===== config.mk =====
export PLATFORM = sky130hd
export DESIGN_NAME = oam_unit
export DESIGN_NICKNAME = d
export VERILOG_FILES = /design/src/design/oam_pkg.sv /design/src/design/oam_unit.sv /design/src/design/oam_regfile.sv
export SDC_FILE = /design/constraint.sdc
export NUM_CORES = 1
export LEC_CHECK = 0
export BUFFER_PORTS_ARGS = -buffer_cell sky130_fd_sc_hd__buf_2
export CORE_MARGIN = 2
export CORE_UTILIZATION = 31
export CTS_CLUSTER_DIAMETER = 30
export DETAILED_ROUTE_END_ITERATION = 8
export PLACE_DENSITY = 0.52
export SKIP_LAST_GASP = 1
export SLEW_MARGIN = 15
export SYNTH_ARGS = -nofsm -noshare
export SYNTH_HDL_FRONTEND = slang
export SYNTH_HIERARCHICAL = 1
export SYNTH_SLANG_ARGS = --single-unit

===== constraint.sdc =====
create_clock -name CORE_CLK -period 5.66 [get_ports CORE_CLK]
set_clock_uncertainty 0.15 [all_clocks]
set_input_delay 0.849 -clock CORE_CLK [delete_from_list [all_inputs] [get_ports CORE_CLK]]
set_output_delay 0.849 -clock CORE_CLK [all_outputs]
set_load 0.005 [all_outputs]

===== src/design/oam_pkg.sv =====
// Constants and types shared by the operand addressing unit and its register file.
// Assumes a 16-bit word machine with eight general registers.
package oam_pkg;

  localparam int DATA_W = 16;
  localparam int REG_N  = 8;
  localparam int SEL_W  = 3;
  localparam int SPEC_W = 6;

  // Operand specifier layout: mode in the upper three bits, register below
  localparam int SPEC_MODE_LSB = 3;
  localparam int SPEC_REG_LSB  = 0;

  localparam logic [2:0] MODE_REG       = 3'h0;
  localparam logic [2:0] MODE_REG_DEF   = 3'h1;
  localparam logic [2:0] MODE_AINC      = 3'h2;
  localparam logic [2:0] MODE_AINC_DEF  = 3'h3;
  localparam logic [2:0] MODE_ADEC      = 3'h4;
  localparam logic [2:0] MODE_ADEC_DEF  = 3'h5;
  localparam logic [2:0] MODE_INDEX     = 3'h6;
  localparam logic [2:0] MODE_INDEX_DEF = 3'h7;

  localparam logic [2:0] SP_SEL = 3'h6;
  localparam logic [2:0] PC_SEL = 3'h7;

  localparam logic [15:0] WORD_STEP = 16'h0002;
  localparam logic [15:0] BYTE_STEP = 16'h0001;
  localparam logic [15:0] REG_RESET = 16'h0000;

  typedef enum logic [1:0] {
    OAM_IDLE,
    OAM_INDEX,
    OAM_DEFER,
    OAM_IMM
  } oam_state_e;

endpackage


===== src/design/oam_unit.sv =====
// Operand addressing unit: turns one 6-bit operand specifier into an operand
// or an effective address, stepping registers and the program counter.
// Assumes the bus interface answers MEM_RD with a one-cycle MEM_ACK on CORE_CLK
// and that the program counter already points past the instruction word.
`timescale 1ns/1ps
`default_nettype none

module oam_unit #(
  parameter int DATA_W = oam_pkg::DATA_W
) (
  input  wire logic              CORE_CLK,
  input  wire logic              RESETN,
  input  wire logic              START,
  input  wire logic [5:0]        SPEC,
  input  wire logic              BYTE_OP,
  output logic                   BUSY,
  output logic                   DONE,
  output logic      [DATA_W-1:0] EA,
  output logic      [DATA_W-1:0] OPERAND,
  output logic                   OPERAND_VALID,
  output logic                   OPERAND_IN_REG,
  output logic                   MEM_RD,
  output logic      [DATA_W-1:0] MEM_ADDR,
  input  wire logic              MEM_ACK,
  input  wire logic [DATA_W-1:0] MEM_RDATA,
  input  wire logic              REG_WE,
  input  wire logic [2:0]        REG_WSEL,
  input  wire logic [DATA_W-1:0] REG_WDATA,
  input  wire logic              SP_PUSH,
  input  wire logic              SP_POP,
  output logic      [DATA_W-1:0] PC_OUT,
  output logic      [DATA_W-1:0] SP_OUT
);

  localparam logic [DATA_W-1:0] STEP2 = DATA_W'(oam_pkg::WORD_STEP);
  localparam logic [DATA_W-1:0] STEP1 = DATA_W'(oam_pkg::BYTE_STEP);

  // Specifier field extraction for the mode and register fields of SPEC
  function automatic logic [2:0] spec_mode(input logic [5:0] s);
    return s[oam_pkg::SPEC_MODE_LSB +: 3];
  endfunction

  function automatic logic [2:0] spec_reg(input logic [5:0] s);
    return s[oam_pkg::SPEC_REG_LSB +: 3];
  endfunction

  oam_pkg::oam_state_e state_q;
  oam_pkg::oam_state_e state_d;
  logic [2:0]        mode_q;
  logic [2:0]        mode_d;
  logic [2:0]        sel_q;
  logic [2:0]        sel_d;
  logic              mem_rd_q;
  logic              mem_rd_d;
  logic [DATA_W-1:0] mem_addr_q;
  logic [DATA_W-1:0] mem_addr_d;
  logic [DATA_W-1:0] ea_q;
  logic [DATA_W-1:0] ea_d;
  logic [DATA_W-1:0] opnd_q;
  logic [DATA_W-1:0] opnd_d;
  logic              valid_q;
  logic              valid_d;
  logic              in_reg_q;
  logic              in_reg_d;
  logic              done_q;
  logic              done_d;

  logic              rf_we;
  logic [2:0]        rf_wsel;
  logic [DATA_W-1:0] rf_wdata;
  logic [DATA_W-1:0] rf_rdata;
  logic [DATA_W-1:0] pc;
  logic [DATA_W-1:0] sp;

  wire              idle_w    = (state_q == oam_pkg::OAM_IDLE);
  wire              start_w   = idle_w && START;
  wire [2:0]        new_mode  = spec_mode(SPEC);
  wire [2:0]        new_sel   = spec_reg(SPEC);
  wire [2:0]        rsel_w    = idle_w ? new_sel : sel_q;
  wire              new_is_pc = (new_sel == oam_pkg::PC_SEL);
  wire              ack_w     = mem_rd_q && MEM_ACK;
  // Byte stepping only for plain auto modes on ordinary registers
  wire              small_reg = (new_sel != oam_pkg::SP_SEL) && !new_is_pc;
  wire              auto_md   = (new_mode == oam_pkg::MODE_AINC) ||
                                (new_mode == oam_pkg::MODE_ADEC);
  wire [DATA_W-1:0] step_w    = (BYTE_OP && small_reg && auto_md) ? STEP1 : STEP2;
  wire [DATA_W-1:0] inc_w     = rf_rdata + step_w;
  wire [DATA_W-1:0] dec_w     = rf_rdata - step_w;
  wire [DATA_W-1:0] pc_plus2  = pc + STEP2;
  // With the PC as base the index is added to the already advanced PC
  wire [DATA_W-1:0] base_w    = (sel_q == oam_pkg::PC_SEL) ? pc_plus2 : rf_rdata;
  wire [DATA_W-1:0] idx_sum   = MEM_RDATA + base_w;

  oam_regfile #(
    .DATA_W (DATA_W),
    .REG_N  (oam_pkg::REG_N),
    .SEL_W  (oam_pkg::SEL_W)
  ) u_regs (
    .clk   (CORE_CLK),
    .rst_n (RESETN),
    .we    (rf_we),
    .wsel  (rf_wsel),
    .wdata (rf_wdata),
    .rsel  (rsel_w),
    .rdata (rf_rdata),
    .pc    (pc),
    .sp    (sp)
  );

  // Register write arbitration; the specifier path owns the port while busy
  always_comb begin
    rf_we    = 1'b0;
    rf_wsel  = sel_q;
    rf_wdata = pc_plus2;
    case (state_q)
      oam_pkg::OAM_IDLE: begin
        if (START) begin
          rf_wsel = new_sel;
          if (new_mode == oam_pkg::MODE_AINC && !new_is_pc) begin
            rf_we    = 1'b1;
            rf_wdata = inc_w;
          end else if (new_mode == oam_pkg::MODE_ADEC ||
                       new_mode == oam_pkg::MODE_ADEC_DEF) begin
            rf_we    = 1'b1;
            rf_wdata = dec_w;
          end
        end else if (REG_WE) begin
          rf_we    = 1'b1;
          rf_wsel  = REG_WSEL;
          rf_wdata = REG_WDATA;
        end else if (SP_PUSH) begin
          rf_we    = 1'b1;
          rf_wsel  = oam_pkg::SP_SEL;
          rf_wdata = sp - STEP2;
        end else if (SP_POP) begin
          rf_we    = 1'b1;
          rf_wsel  = oam_pkg::SP_SEL;
          rf_wdata = sp + STEP2;
        end
      end
      oam_pkg::OAM_INDEX, oam_pkg::OAM_IMM: begin
        if (ack_w) begin
          rf_we   = 1'b1;
          rf_wsel = oam_pkg::PC_SEL;
        end
      end
      oam_pkg::OAM_DEFER: begin
        if (ack_w && mode_q == oam_pkg::MODE_AINC_DEF) begin
          rf_we    = 1'b1;
          rf_wdata = rf_rdata + STEP2;
        end
      end
      default: begin
        rf_we = 1'b0;
      end
    endcase
  end

  // Sequencing of address formation and pointer reads
  always_comb begin
    state_d    = state_q;
    mode_d     = mode_q;
    sel_d      = sel_q;
    mem_rd_d   = mem_rd_q;
    mem_addr_d = mem_addr_q;
    ea_d       = ea_q;
    opnd_d     = opnd_q;
    valid_d    = valid_q;
    in_reg_d   = in_reg_q;
    done_d     = 1'b0;
    case (state_q)
      oam_pkg::OAM_IDLE: begin
        if (START) begin
          mode_d   = new_mode;
          sel_d    = new_sel;
          valid_d  = 1'b0;
          in_reg_d = 1'b0;
          case (new_mode)
            oam_pkg::MODE_REG: begin
              opnd_d   = rf_rdata;
              valid_d  = 1'b1;
              in_reg_d = 1'b1;
              done_d   = 1'b1;
            end
            oam_pkg::MODE_REG_DEF: begin
              ea_d   = rf_rdata;
              done_d = 1'b1;
            end
            oam_pkg::MODE_AINC: begin
              if (new_is_pc) begin
                mem_addr_d = pc;
                mem_rd_d   = 1'b1;
                state_d    = oam_pkg::OAM_IMM;
              end else begin
                ea_d   = rf_rdata;
                done_d = 1'b1;
              end
            end
            oam_pkg::MODE_AINC_DEF: begin
              mem_addr_d = rf_rdata;
              mem_rd_d   = 1'b1;
              state_d    = oam_pkg::OAM_DEFER;
            end
            oam_pkg::MODE_ADEC: begin
              ea_d   = dec_w;
              done_d = 1'b1;
            end
            oam_pkg::MODE_ADEC_DEF: begin
              mem_addr_d = dec_w;
              mem_rd_d   = 1'b1;
              state_d    = oam_pkg::OAM_DEFER;
            end
            default: begin
              mem_addr_d = pc;
              mem_rd_d   = 1'b1;
              state_d    = oam_pkg::OAM_INDEX;
            end
          endcase
        end
      end
      oam_pkg::OAM_INDEX: begin
        if (ack_w) begin
          if (mode_q == oam_pkg::MODE_INDEX_DEF) begin
            mem_addr_d = idx_sum;
            state_d    = oam_pkg::OAM_DEFER;
          end else begin
            ea_d     = idx_sum;
            mem_rd_d = 1'b0;
            done_d   = 1'b1;
            state_d  = oam_pkg::OAM_IDLE;
          end
        end
      end
      oam_pkg::OAM_DEFER: begin
        if (ack_w) begin
          ea_d     = MEM_RDATA;
          mem_rd_d = 1'b0;
          done_d   = 1'b1;
          state_d  = oam_pkg::OAM_IDLE;
        end
      end
      oam_pkg::OAM_IMM: begin
        if (ack_w) begin
          ea_d     = mem_addr_q;
          opnd_d   = MEM_RDATA;
          valid_d  = 1'b1;
          mem_rd_d = 1'b0;
          done_d   = 1'b1;
          state_d  = oam_pkg::OAM_IDLE;
        end
      end
      default: begin
        state_d = oam_pkg::OAM_IDLE;
      end
    endcase
  end

  always_ff @(posedge CORE_CLK or negedge RESETN) begin
    if (!RESETN) begin
      state_q    <= oam_pkg::OAM_IDLE;
      mode_q     <= oam_pkg::MODE_REG;
      sel_q      <= 3'h0;
      mem_rd_q   <= 1'b0;
      mem_addr_q <= DATA_W'(oam_pkg::REG_RESET);
      ea_q       <= DATA_W'(oam_pkg::REG_RESET);
      opnd_q     <= DATA_W'(oam_pkg::REG_RESET);
      valid_q    <= 1'b0;
      in_reg_q   <= 1'b0;
      done_q     <= 1'b0;
    end else begin
      state_q    <= state_d;
      mode_q     <= mode_d;
      sel_q      <= sel_d;
      mem_rd_q   <= mem_rd_d;
      mem_addr_q <= mem_addr_d;
      ea_q       <= ea_d;
      opnd_q     <= opnd_d;
      valid_q    <= valid_d;
      in_reg_q   <= in_reg_d;
      done_q     <= done_d;
    end
  end

  // Idle again in the DONE cycle, so a new request may follow at once
  assign BUSY           = !idle_w;
  assign DONE           = done_q;
  assign EA             = ea_q;
  assign OPERAND        = opnd_q;
  assign OPERAND_VALID  = valid_q;
  assign OPERAND_IN_REG = in_reg_q;
  assign MEM_RD         = mem_rd_q;
  assign MEM_ADDR       = mem_addr_q;
  assign PC_OUT         = pc;
  assign SP_OUT         = sp;

endmodule

`default_nettype wire


===== src/design/oam_regfile.sv =====
// Eight general registers, one write port, one selectable read port.
// Assumes the owner grants at most one write per cycle.
`timescale 1ns/1ps
`default_nettype none

module oam_regfile #(
  parameter int DATA_W = oam_pkg::DATA_W,
  parameter int REG_N  = oam_pkg::REG_N,
  parameter int SEL_W  = oam_pkg::SEL_W
) (
  input  wire logic              clk,
  input  wire logic              rst_n,
  input  wire logic              we,
  input  wire logic [SEL_W-1:0]  wsel,
  input  wire logic [DATA_W-1:0] wdata,
  input  wire logic [SEL_W-1:0]  rsel,
  output logic      [DATA_W-1:0] rdata,
  output logic      [DATA_W-1:0] pc,
  output logic      [DATA_W-1:0] sp
);

  logic [DATA_W-1:0] regs_q [REG_N];

  generate
    for (genvar i = 0; i < REG_N; i++) begin : g_reg
      always_ff @(posedge clk or negedge rst_n) begin
        if (!rst_n) begin
          regs_q[i] <= DATA_W'(oam_pkg::REG_RESET);
        end else if (we && (wsel == SEL_W'(i))) begin
          regs_q[i] <= wdata;
        end
      end
    end
  endgenerate

  assign rdata = regs_q[rsel];
  assign pc    = regs_q[oam_pkg::PC_SEL];
  assign sp    = regs_q[oam_pkg::SP_SEL];

endmodule

`default_nettype wire


== Word-level counts from Yosys, hierarchy flattened ==
Cells that the tools add are included.
Word-level totals
  register bits: 188
  latch bits: 0
  bits in writable memories: 0
  ROM bits: 0
  bits of input ports: 49
  output and inout port bits: 85
  word-level logic and storage cells: 163
  memories: 0
Operators by class
  add/sub/neg operators: 7
  $mul: 0
  div/mod/pow operators: 0
  magnitude comparators: 1
  eq/ne operators: 32
  shift-type cells: 0
  muxes and demuxes: 70
  bitwise operators: 1
  reductions and logical operators: 34
Operators with widths (count)
  two-way mux 16 bit: 22
  case mux 16 bit (4 select lines): 2
  case mux 16 bit (2 select lines): 3
  adder 16 x 2 -> 16 bit (second input constant): 3
  binary-select mux 16 bit (select 3 bit): 1
  case mux 16 bit (3 select lines): 1
  equality test 3 bit (second input constant): 9
  two-way mux 1 bit: 20
  two-way mux 3 bit: 6
  adder 16 bit: 1
  adder 16 x 2 -> 16 bit: 1
  subtractor 16 x 2 -> 16 bit: 1
  subtractor 16 x 2 -> 16 bit (second input constant): 1
  equality test 3 x 2 -> 1 bit (second input constant): 5
  logical AND 1 bit: 14
  inequality test 2 bit (second input constant): 7
  two-way mux 2 bit: 6
  case mux 2 bit (3 select lines): 2
  AND reduction 6 bit: 2
  inequality test 3 bit (second input constant): 3
  case mux 1 bit (3 select lines): 3
  AND reduction 7 bit: 1
  equality test 3 x 1 -> 1 bit (second input constant): 2
  logical NOT 3 bit: 2
  other kinds (18): 27

== Depth between registers and ports, before layout ==
  depth after elaboration: 11
  depth in mapped cells: 22
  mapped depth without buffers: 17

== Hierarchy ==
Netlist, hierarchy kept.
By module, submodules not included
  oam_unit: times used 1, cells an instance 1038, area an instance 7489.7 sq um, sequential area each 1501.4 sq um
  oam_regfile: times used 1, cells an instance 368, area an instance 6173.4 sq um, sequential area each 3203.1 sq um

== Worst setup path before layout ==
No wires, ideal clock.
  path type: register -> register
  start point: register state_q[0]
  end point: register u_regs/regs_q[108] in the netlist's numbering
  library setup time: 66 ps
  data arrival time: 4860 ps
  required time: 5444 ps
  path slack: 584 ps
  cell stages (with the launch flop): 22
  path buffers: 4
  clock period less this slack: 5076 ps
  cell sequence: dfrtp_1 -> clkbuf_1 -> nor2_2 -> clkinv_1 -> nand2_1 -> nand2_1 -> buf_6 -> buf_6 -> mux4_1 -> mux2_2 -> inv_1 -> ha_1 -> fa_1 -> or3b_2 -> clkbuf_1 -> nor4_1 -> xor2_1 -> o22ai_1 -> a211oi_1 -> a211oi_1 -> o221ai_1 -> mux2_2
On the way
  cells in the longest elaborated chain, start to end: 11
  elaborated cells between the ends (all ways): 22
  classes of those cells: 3 x add/sub; 4 x eq/ne; 11 x mux; 1 x bitwise; 3 x reduce/logical
RTL lines
  start: declaration: RTL line oam_unit.sv:47  | oam_pkg::oam_state_e state_q;
  start signal: assignment: RTL line oam_unit.sv:260  | state_q <= oam_pkg::OAM_IDLE;
  start signal: assignment: RTL line oam_unit.sv:271  | state_q <= state_d;
  logical NOT 2 bit *: RTL line oam_unit.sv:75  | wire idle_w = (state_q == oam_pkg::OAM_IDLE);
  two-way mux 3 bit *: RTL line oam_unit.sv:79  | wire [2:0] rsel_w = idle_w ? new_sel : sel_q;
  via rsel_w[0]: RTL line oam_unit.sv:79
  inverter 3 -> 4 bit (implied by the code) *: RTL line oam_regfile.sv:36  | assign rdata = regs_q[rsel];
  binary-select mux 16 bit (select 3 bit) *: RTL line oam_regfile.sv:36
  two-way mux 16 bit (implied by the code) * (2 in a row): RTL line oam_regfile.sv:36
  via rf_rdata[0]: RTL line oam_unit.sv:71  | logic [DATA_W-1:0] rf_rdata;
  subtractor 16 x 2 -> 16 bit: RTL line oam_unit.sv:88  | wire [DATA_W-1:0] dec_w = rf_rdata - step_w;
  two-way mux 16 bit: RTL line oam_unit.sv:122  | end else if (new_mode == oam_pkg::MODE_ADEC ||
  two-way mux 16 bit: RTL line oam_unit.sv:119  | if (new_mode == oam_pkg::MODE_AINC && !new_is_pc) begin
  two-way mux 16 bit: RTL line oam_unit.sv:117  | if (START) begin
  case mux 16 bit (2 select lines) *: RTL line oam_unit.sv:115  | case (state_q)
  via rf_wdata[12]: RTL line oam_unit.sv:70  | logic [DATA_W-1:0] rf_wdata;
  end signal: indexed assignment: RTL line oam_regfile.sv:28  | regs_q[i] <= DATA_W'(oam_pkg::REG_RESET);
  end signal: indexed assignment: RTL line oam_regfile.sv:30  | regs_q[i] <= wdata;
  end: declaration: RTL line oam_regfile.sv:22  | logic [DATA_W-1:0] regs_q [REG_N];
The timed path passes the listed nets; every way through them passes the cells marked *. The select of a mux whose other input is x is not followed.
A chain may end at the register's enable or synchronous reset.

== Worst setup path in the final report ==
  start point: register state_q[1]
  end point: register u_regs/regs_q[63] in the netlist's numbering
The elaborated chain is that of the path after synthesis.

==> out/qor.csv <==
metric,value,unit
status,"finished, final reports clean",
CTS HTree Levels,4,
Logic pwr share,0.127,
most common library cells after synthesis,"188 x dfrtp_1, 159 x mux2_2, 142 x nand2_1, 105 x nor2_1, 92 x o21ai_0",
Clock Sinks,188,
"most used cell, CP",nand2_1,
core area,43300,µm²
antenna-violating nets left,0,
DR vias/cell,5.48,
clock-pin slew on the worst setup and hold paths,0.07,ns
Fillers,4353,
Flop pwr share,0.457,
Synth cell types,80,
# resized after CTS,0,
internal power,2.13,mW
setup bufs post-CTS,0,
"Warnings, synthesis",6,
Max clock buf depth,2,
# DRC,0,
Synth top area share,0.344,
global route overflow,0,
die area,45800,µm²
Tcrit/Tclk final,0.950,
gr usage total,0.206,
Worst Path Max Fanout,24,
Die H,214,µm
pwr dens,193,nW/µm²
synth top area cells,"dfrtp_1 34%, mux2_2 13%, mux4_1 5.4%",
row count,76,
clk_lat worst skew,0.47,ns
layout cells sized above 1,0.278,
"Seq/Total Area, Yosys",0.344,
Routed WL per cell,22.8,µm
via count,11386,
fin worst setup slack,0.286,ns
final non-filler cell area,15400,µm²
largest net degree at the start of global routing,105,
hold crit path type,register to register,
initial DRC count,1098,
DP Wirelength,35.5,mm
hold_buf cts,0,
Worst-Margin Slew,1.11,ns
"Net Count, Synth",1482,
initial antenna violation count,1,
Setup crit start kind,register,
"Worst Path Class, Setup",register to register,
DP Worst Slack,0.0344,ns
crit-path leading delay family,simple AND/OR/NAND/NOR gates,
max-slew violations,0,
max-cap violations,0,
Initial Util,0.316,
Final Hold Fails,0,
ys flop type,dfrtp_1,
CTS tree,done,
Async SR Flop Fraction,1.00,
vias in the first global route,11269,
num ports,134,
Clk pwr share,0.416,
Yosys top cell by area,dfrtp_1,
Worst EP arrival,5.57,ns
CP Buf/Inv Count,1,
Netlist Area Pre-Place,13700,µm²
Area Overhead vs Synth,12.9,%
synthesized flop and latch total,188,
Leak,7.32,nW
final setup fails,0,
Inserted Clock Buffers,17,
Max IR drop VDD,0.000193,V
first-pass GRT wire length,72.4,mm
PortBufs,133,
Post-Route WL,47.3,mm
Worst Setup End Kind,register,
"slowest stage delay, CP",0.62,ns
most used standard cell by instance count after synthesis,dfrtp_1,
GP Congestion,0.939,
"EDFF count, synth",0,
net load switching power,847,µW
Critical-path top delay cell,mux4_1,
Initial DRT Pass Iterations,6,
syn_area_per_cell,9.72,µm²
Final min period,5.37,ns
total power draw,2.98,mW
switching power share of the total,0.284,
unrepaired setup endpoints after global routing,no,
"Critical Path, Cell by Cell","nor2_2, nand2_1, nand2_1, buf_4, mux4_1, mux2_2, or4_4, or3_1, or4_4, o221ai_1, nand2_1, nand3_1, o2111ai_1, mux2_2",
Critical Path RT,5.86,ns
CTS Root Cell,clkbuf_16,
Post-DP Area,14800,µm²
setup TNS,0,ns
# diodes,0,
nets,1557,
Die Width,214,µm
Worst slew margin,0.257,
Post-Syn Instances,1406,
Fmax achieved,0.186,GHz
flip-flops by register name (all words and copies together) (netlist names), 2 cells and up:
signal,cells
mode_q,3
EA,16
u_regs/regs_q,96
u_regs/pc,16
u_regs/sp,16
sel_q,3
MEM_ADDR,16
OPERAND,16
state_q,2
power groups by stage:
stage	registers, mW	clock network, mW	logic, mW
2_1_floorplan	1.39	0	0.227
3_3_place_gp	1.39	0	0.369
3_5_place_dp	1.39	0	0.371
4_1_cts	1.36	1.27	0.374
5_1_grt	1.36	1.32	0.412
6_report	1.36	1.24	0.378
final timing paths:
check,start,endpoint,slack (ns),cells past startpoint
setup / recovery,state_q[1]$_DFFE_PN0P_,u_regs/regs_q[63]$_DFFE_PN0P_,0.29,14
hold / removal,EA[8]$_DFFE_PN0P_,EA[8]$_DFFE_PN0P_,0.33,2
setup reg to reg,state_q[1]$_DFFE_PN0P_,u_regs/regs_q[63]$_DFFE_PN0P_,0.29,14
hold reg to reg,EA[8]$_DFFE_PN0P_,EA[8]$_DFFE_PN0P_,0.33,2
max in group asynchronous,RESETN,u_regs/regs_q[120]$_DFFE_PN0P_,4.02,2
min in group asynchronous,RESETN,OPERAND[3]$_DFFE_PN0P_,0.35,1
logic make-up (layout without fill, tap and decap cells):
| kind of cell | Yosys count | in the layout | share of synthesized area |
|---|---|---|---|
| compound gates | 317 | 317 | 0.147 |
| flops | 188 | 188 | 0.344 |
| fa+ha+maj | 27 | 27 | 0.0264 |
| xor+xnor | 85 | 85 | 0.0545 |
| simple gates | 407 | 407 | 0.146 |
| mux | 228 | 228 | 0.224 |
| buf+inv | 154 | 242 | 0.0576 |
per-layer routing:
layer / track usage / wire length, µm / vias to the layer above
met5: 0 / 13 / -
met4: 0.0781 / 1480 / 2
met2: 0.319 / 21300 / 380
met3: 0.0383 / 2660 / 69
met1: 0.285 / 21900 / 5632
li1: - / - / 5303
tightest hold or removal path: stages, from the launching register on:
cell     delay [ns]
dfrtp_1        0.34
nand2_1        0.05
o21ai_0        0.06
final cells by class:
class	count	area, µm²	share of cell area
clock buffer	18	439	0.0285
sequential	188	4710	0.305
timing repair buffer	187	1090	0.0708
inverter	23	86.3	0.00560
tap	585	732	0.0474
clock inverter	14	154	0.00998
multi-input combinational	1064	8220	0.533
per-stage QoR:
stage / utilization / hold slack (ns) / cells
2_1_floorplan: - / 0.320 / 1406
3_5_place_dp: 0.343 / 0.312 / 2047
5_1_grt: 0.357 / 0.365 / 2079
6_report: 0.357 / 0.331 / 2079
3_3_place_gp: 0.343 / 0.314 / 2047
4_1_cts: 0.356 / 0.338 / 2079
layout by cell type (no fill, tap or decap), types with 9 or more instances in the layout:
cell,n
nor2_1,105
nand2b_1,14
buf_4,53
ha_1,24
nand3_1,29
clkbuf_16,17
nand2_1,142
o211ai_1,16
o22ai_1,16
a211oi_1,20
nor2b_1,10
a21oi_1,79
mux4_2,10
mux2i_1,31
nor3_1,17
buf_2,132
xor2_1,40
nor4_1,9
xnor2_1,45
a221oi_1,20
o21ai_0,92
mux2_2,159
mux4_1,28
dfrtp_1,187
nand4_1,13
and3_1,11
inv_1,21
(Power assumes the default switching activity.)
